## src/hw/hcp_pkg.sv

```systemverilog
// Purpose: Shared constants and types for the host control port.
// Assumes: 100 MHz core clock; all host pins asynchronous to it.
// Notes: Pin vector positions describe the synchroniser bundle.
// Function
// - Select low chooses the serial port.
// - Parallel port uses address, data, two strobes; data-strobe style has one strobe and a read/write line.
// - Select/style 10 data-strobe, 11 separate strobes.
// - Respond only while chip select is low.
// - Serial input sampled on shift clock rise.
// - Serial output on rise or fall per select.
// - Data-strobe style: write captures, read drives.
// - Read strobe low makes device drive data.
// - Write strobe low, device captures data bus.
// - Reset pin low over 100ns resets all.
package hcp_pkg;
  // Timing
  localparam int         CLK_MHZ     = 100;
  localparam int         RST_MIN_NS  = 100;
  localparam int         RST_CYC_INT = (RST_MIN_NS * CLK_MHZ + 999) / 1000;
  localparam logic [3:0] RST_CYC     = 4'(RST_CYC_INT);
  // Bus widths
  localparam int         ADDR_W = 8;
  localparam int         DATA_W = 8;
  // Serial frame: read/write bit, address LSB first, data LSB first
  localparam logic [4:0] SER_ADDR_LAST = 5'h08;
  localparam logic [4:0] SER_DATA_LAST = 5'h10;
  localparam logic [4:0] SER_DONE      = 5'h11;
  // Synchroniser bundle layout
  localparam int PIN_CS    = 0;
  localparam int PIN_SCLK  = 1;
  localparam int PIN_SIO   = 2;
  localparam int PIN_STRB  = 3;
  localparam int PIN_EDGE  = 4;
  localparam int PIN_PAR   = 5;
  localparam int PIN_STYLE = 6;
  localparam int PIN_RST   = 7;
  localparam int PIN_ADDR  = 8;
  localparam int PIN_DATA  = 16;
  localparam int PIN_W     = 24;
  localparam logic [PIN_W-1:0] PIN_IDLE = 24'h00008D;
  typedef enum logic [1:0] {HCP_SER, HCP_PAR_DS, HCP_PAR_RW} hcp_mode_e;
endpackage : hcp_pkg

```

## src/hw/hcp_pin_if.sv

```systemverilog
// Purpose: Synchronised host pin levels passed to the port core.
// Assumes: Driven by the pin synchroniser only.
// Notes: Shared pin sio is serial input, read/write or write strobe.
`timescale 1ns/1ps
`default_nettype none
interface hcp_pin_if;
  import hcp_pkg::*;
  logic              cs_n;
  logic              sclk;
  logic              sio;
  logic              strb_n;
  logic              edge_sel;
  logic              par_sel;
  logic              style_sel;
  logic              rst_n;
  logic [ADDR_W-1:0] addr;
  logic [DATA_W-1:0] data;
  modport src (output cs_n, sclk, sio, strb_n, edge_sel, par_sel, style_sel, rst_n, addr, data);
  modport dst (input cs_n, sclk, sio, strb_n, edge_sel, par_sel, style_sel, rst_n, addr, data);
endinterface : hcp_pin_if
`default_nettype wire

```

## src/hw/hcp_pin_sync.sv

```systemverilog
// Purpose: Two-flop synchroniser for every host pin.
// Assumes: Pins are asynchronous; bus skew settles within a strobe.
// Notes: Only the second stage is published.
`timescale 1ns/1ps
`default_nettype none
module hcp_pin_sync
  import hcp_pkg::*;
(
  input  wire logic             core_clk_i,
  input  wire logic             nrst_i,
  input  wire logic [PIN_W-1:0] pins_i,
  hcp_pin_if.src                pin
);
  logic [PIN_W-1:0] meta_r;
  logic [PIN_W-1:0] meta_nxt;
  logic [PIN_W-1:0] q_r;
  logic [PIN_W-1:0] q_nxt;

  // First stage feeds only the second
  always_comb
  begin
    meta_nxt = pins_i;
    q_nxt    = meta_r;
  end

  // Idle levels keep strobes inactive out of reset
  always_ff @(posedge core_clk_i)
  begin
    if (!nrst_i)
    begin
      meta_r <= PIN_IDLE;
      q_r    <= PIN_IDLE;
    end
    else
    begin
      meta_r <= meta_nxt;
      q_r    <= q_nxt;
    end
  end

  // Unpack the bundle
  assign pin.cs_n      = q_r[PIN_CS];
  assign pin.sclk      = q_r[PIN_SCLK];
  assign pin.sio       = q_r[PIN_SIO];
  assign pin.strb_n    = q_r[PIN_STRB];
  assign pin.edge_sel  = q_r[PIN_EDGE];
  assign pin.par_sel   = q_r[PIN_PAR];
  assign pin.style_sel = q_r[PIN_STYLE];
  assign pin.rst_n     = q_r[PIN_RST];
  assign pin.addr      = q_r[PIN_ADDR +: ADDR_W];
  assign pin.data      = q_r[PIN_DATA +: DATA_W];
endmodule : hcp_pin_sync
`default_nettype wire

```

## src/hw/hcp_port.sv

```systemverilog
// Purpose: Host control port: serial or parallel access to a register file.
// Assumes: reg_rdata_i answers reg_addr_o combinationally.
// Notes: All host pins are oversampled; shift clock must stay well below core clock.
`timescale 1ns/1ps
`default_nettype none
module hcp_port
  import hcp_pkg::*;
(
  input  wire logic              core_clk_i,
  input  wire logic              nrst_i,
  input  wire logic              hw_rst_n_i,
  input  wire logic              cs_n_i,
  input  wire logic              sclk_i,
  input  wire logic              serial_in_line_i,
  input  wire logic              strobe_or_read_n_i,
  input  wire logic              output_edge_select_i,
  input  wire logic              port_par_sel_i,
  input  wire logic              strobe_style_select_i,
  input  wire logic [ADDR_W-1:0] addr_i,
  input  wire logic [DATA_W-1:0] data_i,
  output logic      [DATA_W-1:0] data_o,
  output logic                   data_oe_n_o,
  output logic                   serial_out_line_o,
  output logic                   serial_out_oe_n_o,
  output logic      [ADDR_W-1:0] reg_addr_o,
  output logic      [DATA_W-1:0] reg_wdata_o,
  output logic                   reg_wr_o,
  output logic                   reg_rd_o,
  input  wire logic [DATA_W-1:0] reg_rdata_i,
  output var hcp_mode_e          port_mode_o
);
  hcp_pin_if p ();

  hcp_pin_sync u_sync (
    .core_clk_i (core_clk_i),
    .nrst_i     (nrst_i),
    .pins_i     ({data_i, addr_i, hw_rst_n_i, strobe_style_select_i, port_par_sel_i,
                  output_edge_select_i, strobe_or_read_n_i, serial_in_line_i, sclk_i, cs_n_i}),
    .pin        (p.src)
  );

  logic [3:0]        rcnt_r;
  logic [3:0]        rcnt_nxt;
  logic              rst_hit_r;
  logic              rst_hit_nxt;
  logic              core_rst;
  hcp_mode_e         mode_r;
  hcp_mode_e         mode_nxt;
  logic              sclk_d_r;
  logic              sclk_d_nxt;
  logic              cs_act;
  logic              rise;
  logic              fall;
  logic              out_edge;
  logic              rd_act;
  logic              wr_act;
  logic [4:0]        bcnt_r;
  logic [4:0]        bcnt_nxt;
  logic [7:0]        sh_r;
  logic [7:0]        sh_nxt;
  logic              rw_r;
  logic              rw_nxt;
  logic [DATA_W-1:0] sout_r;
  logic [DATA_W-1:0] sout_nxt;
  logic              sdo_r;
  logic              sdo_nxt;
  logic              sdo_oe_n_r;
  logic              sdo_oe_n_nxt;
  logic [DATA_W-1:0] dlat_r;
  logic [DATA_W-1:0] dlat_nxt;
  logic              rd_act_r;
  logic              wr_act_r;
  logic [ADDR_W-1:0] addr_r;
  logic [ADDR_W-1:0] addr_nxt;
  logic [DATA_W-1:0] wdata_r;
  logic [DATA_W-1:0] wdata_nxt;
  logic              wr_r;
  logic              wr_nxt;
  logic              rd_r;
  logic              rd_nxt;
  logic [DATA_W-1:0] dout_r;
  logic [DATA_W-1:0] dout_nxt;
  logic              doe_n_r;
  logic              doe_n_nxt;

  // Pin reset filter: a glitch shorter than the minimum is ignored
  always_comb
  begin
    rcnt_nxt    = rcnt_r;
    rst_hit_nxt = 1'b0;
    if (p.rst_n)
      rcnt_nxt = 4'h0;
    else if (rcnt_r != RST_CYC)
      rcnt_nxt = rcnt_r + 4'h1;
    if (!p.rst_n && rcnt_r == RST_CYC)
      rst_hit_nxt = 1'b1;
  end

  always_ff @(posedge core_clk_i)
  begin
    if (!nrst_i)
    begin
      rcnt_r    <= 4'h0;
      rst_hit_r <= 1'b0;
    end
    else
    begin
      rcnt_r    <= rcnt_nxt;
      rst_hit_r <= rst_hit_nxt;
    end
  end

  assign core_rst = !nrst_i || rst_hit_r;
  assign cs_act   = !p.cs_n;
  assign rise     = p.sclk && !sclk_d_r;
  assign fall     = !p.sclk && sclk_d_r;
  assign out_edge = p.edge_sel ? fall : rise;

  // Straps are only taken while deselected, so a frame never sees a mode change
  always_comb
  begin
    mode_nxt   = mode_r;
    sclk_d_nxt = p.sclk;
    if (p.cs_n)
    begin
      if (!p.par_sel)
        mode_nxt = HCP_SER;
      else if (p.style_sel)
        mode_nxt = HCP_PAR_RW;
      else
        mode_nxt = HCP_PAR_DS;
    end
  end

  always_ff @(posedge core_clk_i)
  begin
    if (core_rst)
    begin
      mode_r   <= HCP_SER;
      sclk_d_r <= 1'b0;
    end
    else
    begin
      mode_r   <= mode_nxt;
      sclk_d_r <= sclk_d_nxt;
    end
  end

  // Parallel strobe decode; read wins if both strobes are low
  always_comb
  begin
    rd_act = 1'b0;
    wr_act = 1'b0;
    unique case (mode_r)
      HCP_PAR_DS:
      begin
        rd_act = cs_act && !p.strb_n && p.sio;
        wr_act = cs_act && !p.strb_n && !p.sio;
      end
      HCP_PAR_RW:
      begin
        rd_act = cs_act && !p.strb_n;
        wr_act = cs_act && !p.sio && p.strb_n;
      end
      HCP_SER:
      begin
        rd_act = 1'b0;
        wr_act = 1'b0;
      end
    endcase
  end

  // Transfer engine for both ports
  always_comb
  begin
    bcnt_nxt     = bcnt_r;
    sh_nxt       = sh_r;
    rw_nxt       = rw_r;
    sout_nxt     = sout_r;
    sdo_nxt      = sdo_r;
    sdo_oe_n_nxt = sdo_oe_n_r;
    dlat_nxt     = dlat_r;
    addr_nxt     = addr_r;
    wdata_nxt    = wdata_r;
    wr_nxt       = 1'b0;
    rd_nxt       = 1'b0;
    dout_nxt     = dout_r;
    if (!cs_act)
    begin
      bcnt_nxt     = 5'h00;
      sdo_oe_n_nxt = 1'b1;
    end
    else if (mode_r == HCP_SER)
    begin
      if (rise && bcnt_r != SER_DONE)
      begin
        bcnt_nxt = bcnt_r + 5'h01;
        sh_nxt   = {p.sio, sh_r[7:1]};
        if (bcnt_r == 5'h00)
          rw_nxt = p.sio;
        if (bcnt_r == SER_ADDR_LAST)
        begin
          addr_nxt = {p.sio, sh_r[7:1]};
          rd_nxt   = rw_r;
        end
        if (bcnt_r == SER_DATA_LAST && !rw_r)
        begin
          wdata_nxt = {p.sio, sh_r[7:1]};
          wr_nxt    = 1'b1;
        end
      end
      // Drive only after the address is complete on a read
      if (rw_r && bcnt_r > SER_ADDR_LAST)
      begin
        sdo_oe_n_nxt = 1'b0;
        if (out_edge)
        begin
          sdo_nxt  = sout_r[0];
          sout_nxt = {1'b0, sout_r[DATA_W-1:1]};
        end
      end
      if (rd_r)
        sout_nxt = reg_rdata_i;
    end
    // Parallel side; a write address follows the pins while the write is active, a read address is taken on the read's first cycle
    if (wr_act)
    begin
      dlat_nxt = p.data;
      addr_nxt = p.addr;
    end
    if (rd_act && !rd_act_r)
    begin
      addr_nxt = p.addr;
      rd_nxt   = 1'b1;
    end
    if (wr_act_r && !wr_act)
    begin
      wdata_nxt = dlat_r;
      wr_nxt    = 1'b1;
    end
    if (rd_act_r)
      dout_nxt = reg_rdata_i;
    doe_n_nxt = !(rd_act && rd_act_r);
  end

  always_ff @(posedge core_clk_i)
  begin
    if (core_rst)
    begin
      bcnt_r     <= 5'h00;
      sh_r       <= 8'h00;
      rw_r       <= 1'b0;
      sout_r     <= 8'h00;
      sdo_r      <= 1'b0;
      sdo_oe_n_r <= 1'b1;
      dlat_r     <= 8'h00;
      rd_act_r   <= 1'b0;
      wr_act_r   <= 1'b0;
      addr_r     <= 8'h00;
      wdata_r    <= 8'h00;
      wr_r       <= 1'b0;
      rd_r       <= 1'b0;
      dout_r     <= 8'h00;
      doe_n_r    <= 1'b1;
    end
    else
    begin
      bcnt_r     <= bcnt_nxt;
      sh_r       <= sh_nxt;
      rw_r       <= rw_nxt;
      sout_r     <= sout_nxt;
      sdo_r      <= sdo_nxt;
      sdo_oe_n_r <= sdo_oe_n_nxt;
      dlat_r     <= dlat_nxt;
      rd_act_r   <= rd_act;
      wr_act_r   <= wr_act;
      addr_r     <= addr_nxt;
      wdata_r    <= wdata_nxt;
      wr_r       <= wr_nxt;
      rd_r       <= rd_nxt;
      dout_r     <= dout_nxt;
      doe_n_r    <= doe_n_nxt;
    end
  end

  // Outputs straight from flops
  assign data_o            = dout_r;
  assign data_oe_n_o       = doe_n_r;
  assign serial_out_line_o = sdo_r;
  assign serial_out_oe_n_o = sdo_oe_n_r;
  assign reg_addr_o        = addr_r;
  assign reg_wdata_o       = wdata_r;
  assign reg_wr_o          = wr_r;
  assign reg_rd_o          = rd_r;
  assign port_mode_o       = mode_r;
endmodule : hcp_port
`default_nettype wire

```

## config.mk

```make
export PLATFORM = sky130hd
export DESIGN_NAME = hcp_port
export DESIGN_NICKNAME = d
export VERILOG_FILES = /design/src/hw/hcp_pkg.sv /design/src/hw/hcp_pin_if.sv /design/src/hw/hcp_pin_sync.sv /design/src/hw/hcp_port.sv
export SDC_FILE = /design/constraint.sdc
export NUM_CORES = 1
export LEC_CHECK = 0
export CAP_MARGIN = 25
export CORE_MARGIN = 4
export CORE_UTILIZATION = 30
export CTS_CLUSTER_DIAMETER = 40
export DETAILED_ROUTE_END_ITERATION = 8
export DONT_BUFFER_PORTS = 1
export SLEW_MARGIN = 25
export SYNTH_ARGS = -nofsm -noshare
export SYNTH_HDL_FRONTEND = slang
export SYNTH_SLANG_ARGS = --single-unit
```

## constraint.sdc

```tcl
create_clock -name core_clk_i -period 2.2 [get_ports core_clk_i]
set_clock_uncertainty 0.05 [all_clocks]
set_input_delay 0.33 -clock core_clk_i [delete_from_list [all_inputs] [get_ports core_clk_i]]
set_output_delay 0.33 -clock core_clk_i [all_outputs]
set_load 0.03 [all_outputs]
```

==> summary.md <==
| Metric | Value |
|---|---|
| Result of the run | `finished, final reports clean` |
| Fmax | `between 500 and 600 MHz` |
| Row Count | `43` |
| Fin cells | `656` |
| Worst ir drop on vdd | `703 µV` |
| Hold crit path type | `primary input to flip-flop` |
| Asr flop ratio synth | `0%` |
| Final worst slack | `0.346 ns` |
| Clk Latency, worst-skew pair | `about 0.41 ns` |
| Pwr dens | `around 960 nW/µm²` |
| Max Slew Vio Count | `0` |
| Pre-CTS WS | `about 0.34 ns` |
| Starting Density | `between 30% and 40%` |
| Minimum clock period | `between 1.5 and 2 ns` |
| Cells after Synth | `~430` |
| Fin Setup TNS | `0 ns` |
| Post-synth EDFFs | `0` |
| Total gr overflow | `0` |
| GRT Util Overall | `between 10 and 15%` |
| Post-CTS Setup Bufs | `0` |
| First-pass GRT wire length | `15500 µm` |
| Fin Hold WS | `about 0.011 ns` |
| Worst-Margin Slew | `roughly 0.58 ns` |
| Post-synth top area share | `53.6%` |
| Commonest non-fill, non-tap cell in the layout | `dfxtp_1` |
| Placeable Area | `approximately 14000 µm²` |
| Area Growth Syn to Fin | `25.3%` |
| Max-Cap Viols | `0` |
| Total CTS buffers | `17` |
| Period Utilization, post-route | `~84%` |
| Vias in the first global route | `3093` |
| Cell area after synthesis | `~4300 µm²` |
| CTS H-Tree Depth | `4` |
| Met3 wire len | `roughly 600 µm` |
| CTS tree | `built` |
| Initial antenna violation count | `0` |
| YS warnings | `0` |
| Layout cells sized above 1 | `a little under an eighth` |
| Worst Path Max Fanout | `10` |
| Static Leak | `2.02 nW` |
| Setup Crit Path Kind | `flip-flop to flip-flop` |
| DP HPWL | `6490 µm` |
| Routed WL per cell | `14.5 µm` |
| Top Metal Used | `met4` |
| DIE AREA | `approximately 16000 µm²` |
| Clock sinks | `116` |
| Die Ht | `around 130 µm` |
| Routed WL | `roughly 9500 µm` |
| RSZ-0062 raised after global routing | `no` |
| Clk root buf | `clkbuf_16` |
| Largest area contributor in the netlist | `dfxtp_1` |
| I/O pins | `65` |
| Setup crit end kind | `flip-flop` |
| Critical path launch point type | `flip-flop` |
| Wl on met1 | `roughly 4000 µm` |
| Die W | `roughly 130 µm` |
| DRT Pass-1 Iters | `4` |
| Avg Inst Size Synth | `roughly 10 µm²` |
| Final antenna-violating net count | `0` |
| Setup violations, final | `0` |
| CTS Buffer Depth | `2` |
| Largest net degree at the start of global routing | `between 40 and 50` |
| Slew headroom | `roughly three fifths` |
| Most frequent cells in the layout | `dfxtp_1, and2_1, mux2i_1, nor2_1, nand2_1` |
| Port-buffer cells | `0` |
| Vias | `approximately 3.1k` |
| DRC | `0` |
| Metal2 WL | `4590 µm` |
| 1st-iter DRT viols | `about 160` |
| Crit path DAT | `2.13 ns` |
| Seq/Total Area, Yosys | `between 50% and 60%` |
| Top post-synthesis cells by area | `dfxtp_1, mux2i_1, and2_1, a211oi_1, nor2_1` |
| Final Wtd Congestion | `approximately 0.80` |
| Final net count | `around 500` |
| Dpl cells | `600` |
| Critical Path RT | `roughly 2.5 ns` |
| Total nets after synthesis | `approximately 470` |
| #FFs+latches synth | `between 100 and 150` |
| CTS clk-pin slew, worst paths | `0.06 ns` |
| Diodes inserted | `0` |
| Vias per cell | `roughly 4.8` |
| Final Hold Viols | `0` |
| Distinct cells, synth | `50` |
| Total power | `between 5 and 6 mW` |
| Main synth FF type | `dfxtp_1` |
[worst paths after layout]
check	startpoint	endpoint	slack, ns	cells after the start
setup / recovery	port_mode_o[0]	reg_addr_o[3]	0.35	4
setup reg to reg	port_mode_o[0]	reg_addr_o[3]	0.35	4
hold reg to reg	u_sync.meta_r[3]	u_sync.q_r[3]	0.35	1
hold / removal	addr_i[6]	u_sync.meta_r[14]	0.01	1
[final cells by class]
cell class              count  area (µm²)
well taps                 180         225
clock inverters            13         170
flip-flops and latches    116        2320
fillers                  1362        8560
clock buffers              19         453
repair buffers             40         370
multi-input cells         279        1860
inverters                   9        33.8
[synth_stat cells (3+ instances only)]
master / number
nor2b_1: 11
nor2_1: 27
xnor2_1: 3
a211oi_1: 15
nand3_1: 4
a21oi_1: 16
nor3_1: 20
nand4b_1: 8
xor2_1: 3
and2_1: 41
ha_1: 5
buf_2: 4
clkbuf_1: 19
dfxtp_1: 116
mux2i_1: 32
nand4_1: 3
inv_1: 9
nand2_1: 25
nand3b_1: 3
a22oi_1: 7
o21ai_0: 9
a31oi_1: 8
nand2b_1: 12
[routing by layer]
| layer | vias to the layer above | global-route usage (%) |
|---|---|---|
| li1 | 1563 | - |
| met1 | 1471 | 13.9 |
| met2 | 78 | 20.0 |
| met3 | 21 | 4.54 |
| met4 | 0 | 6.12 |
| met5 | - | 0 |
[cell families (layout without fill, tap and decap cells)]
group           Yosys count  in the layout  share of synthesized area (%)
compound gates           68             68                           10.4
xor+xnor                  6              6                           1.21
fa+ha+maj                 5              5                           1.44
buf+inv                  37             81                           3.78
flops                   116            116                           53.6
mux                      32             32                           7.39
simple gates            168            168                           22.2
[critical path: stages, from the launching register on]
cell and delay, ns:
dfxtp_1 0.47, or3b_1 0.37, o211a_1 0.22, or2_0 0.39, a211oi_1 0.26
[stage by stage]
stage	instance area, µm²	utilization, %
after global routing	5430	38.8
after global placement	4550	32.5
after floorplan	4330	-
after CTS	5420	38.8
after detailed placement	4550	32.5
final	5430	38.8
[flip-flops by register name (all words and copies together), names as in the netlist, 2 cells and up]
name / count
reg_wdata_o: 8
sout_r: 8
reg_addr_o: 8
sh_r: 7
port_mode_o: 2
dlat_r: 8
rcnt_r: 4
data_o: 8
u_sync.meta_r: 24
u_sync.q_r: 24
bcnt_r: 5
[where the power goes]
group	leakage, nW	switching (mW)	internal (mW)
Combinational	0.781	0.0764	0.0872
Clock	0.297	1.01	1.85
Sequential	0.946	0.0244	2.16
[repair_timing]
| item | 4_1_cts | 5_1_grt |
|---|---|---|
| hold endpoints to repair | 46 | 0 |
| resized for setup | 0 | 0 |
| hold buffers | 24 | 0 |
Note: power is estimated with default switching activity, not from simulation.
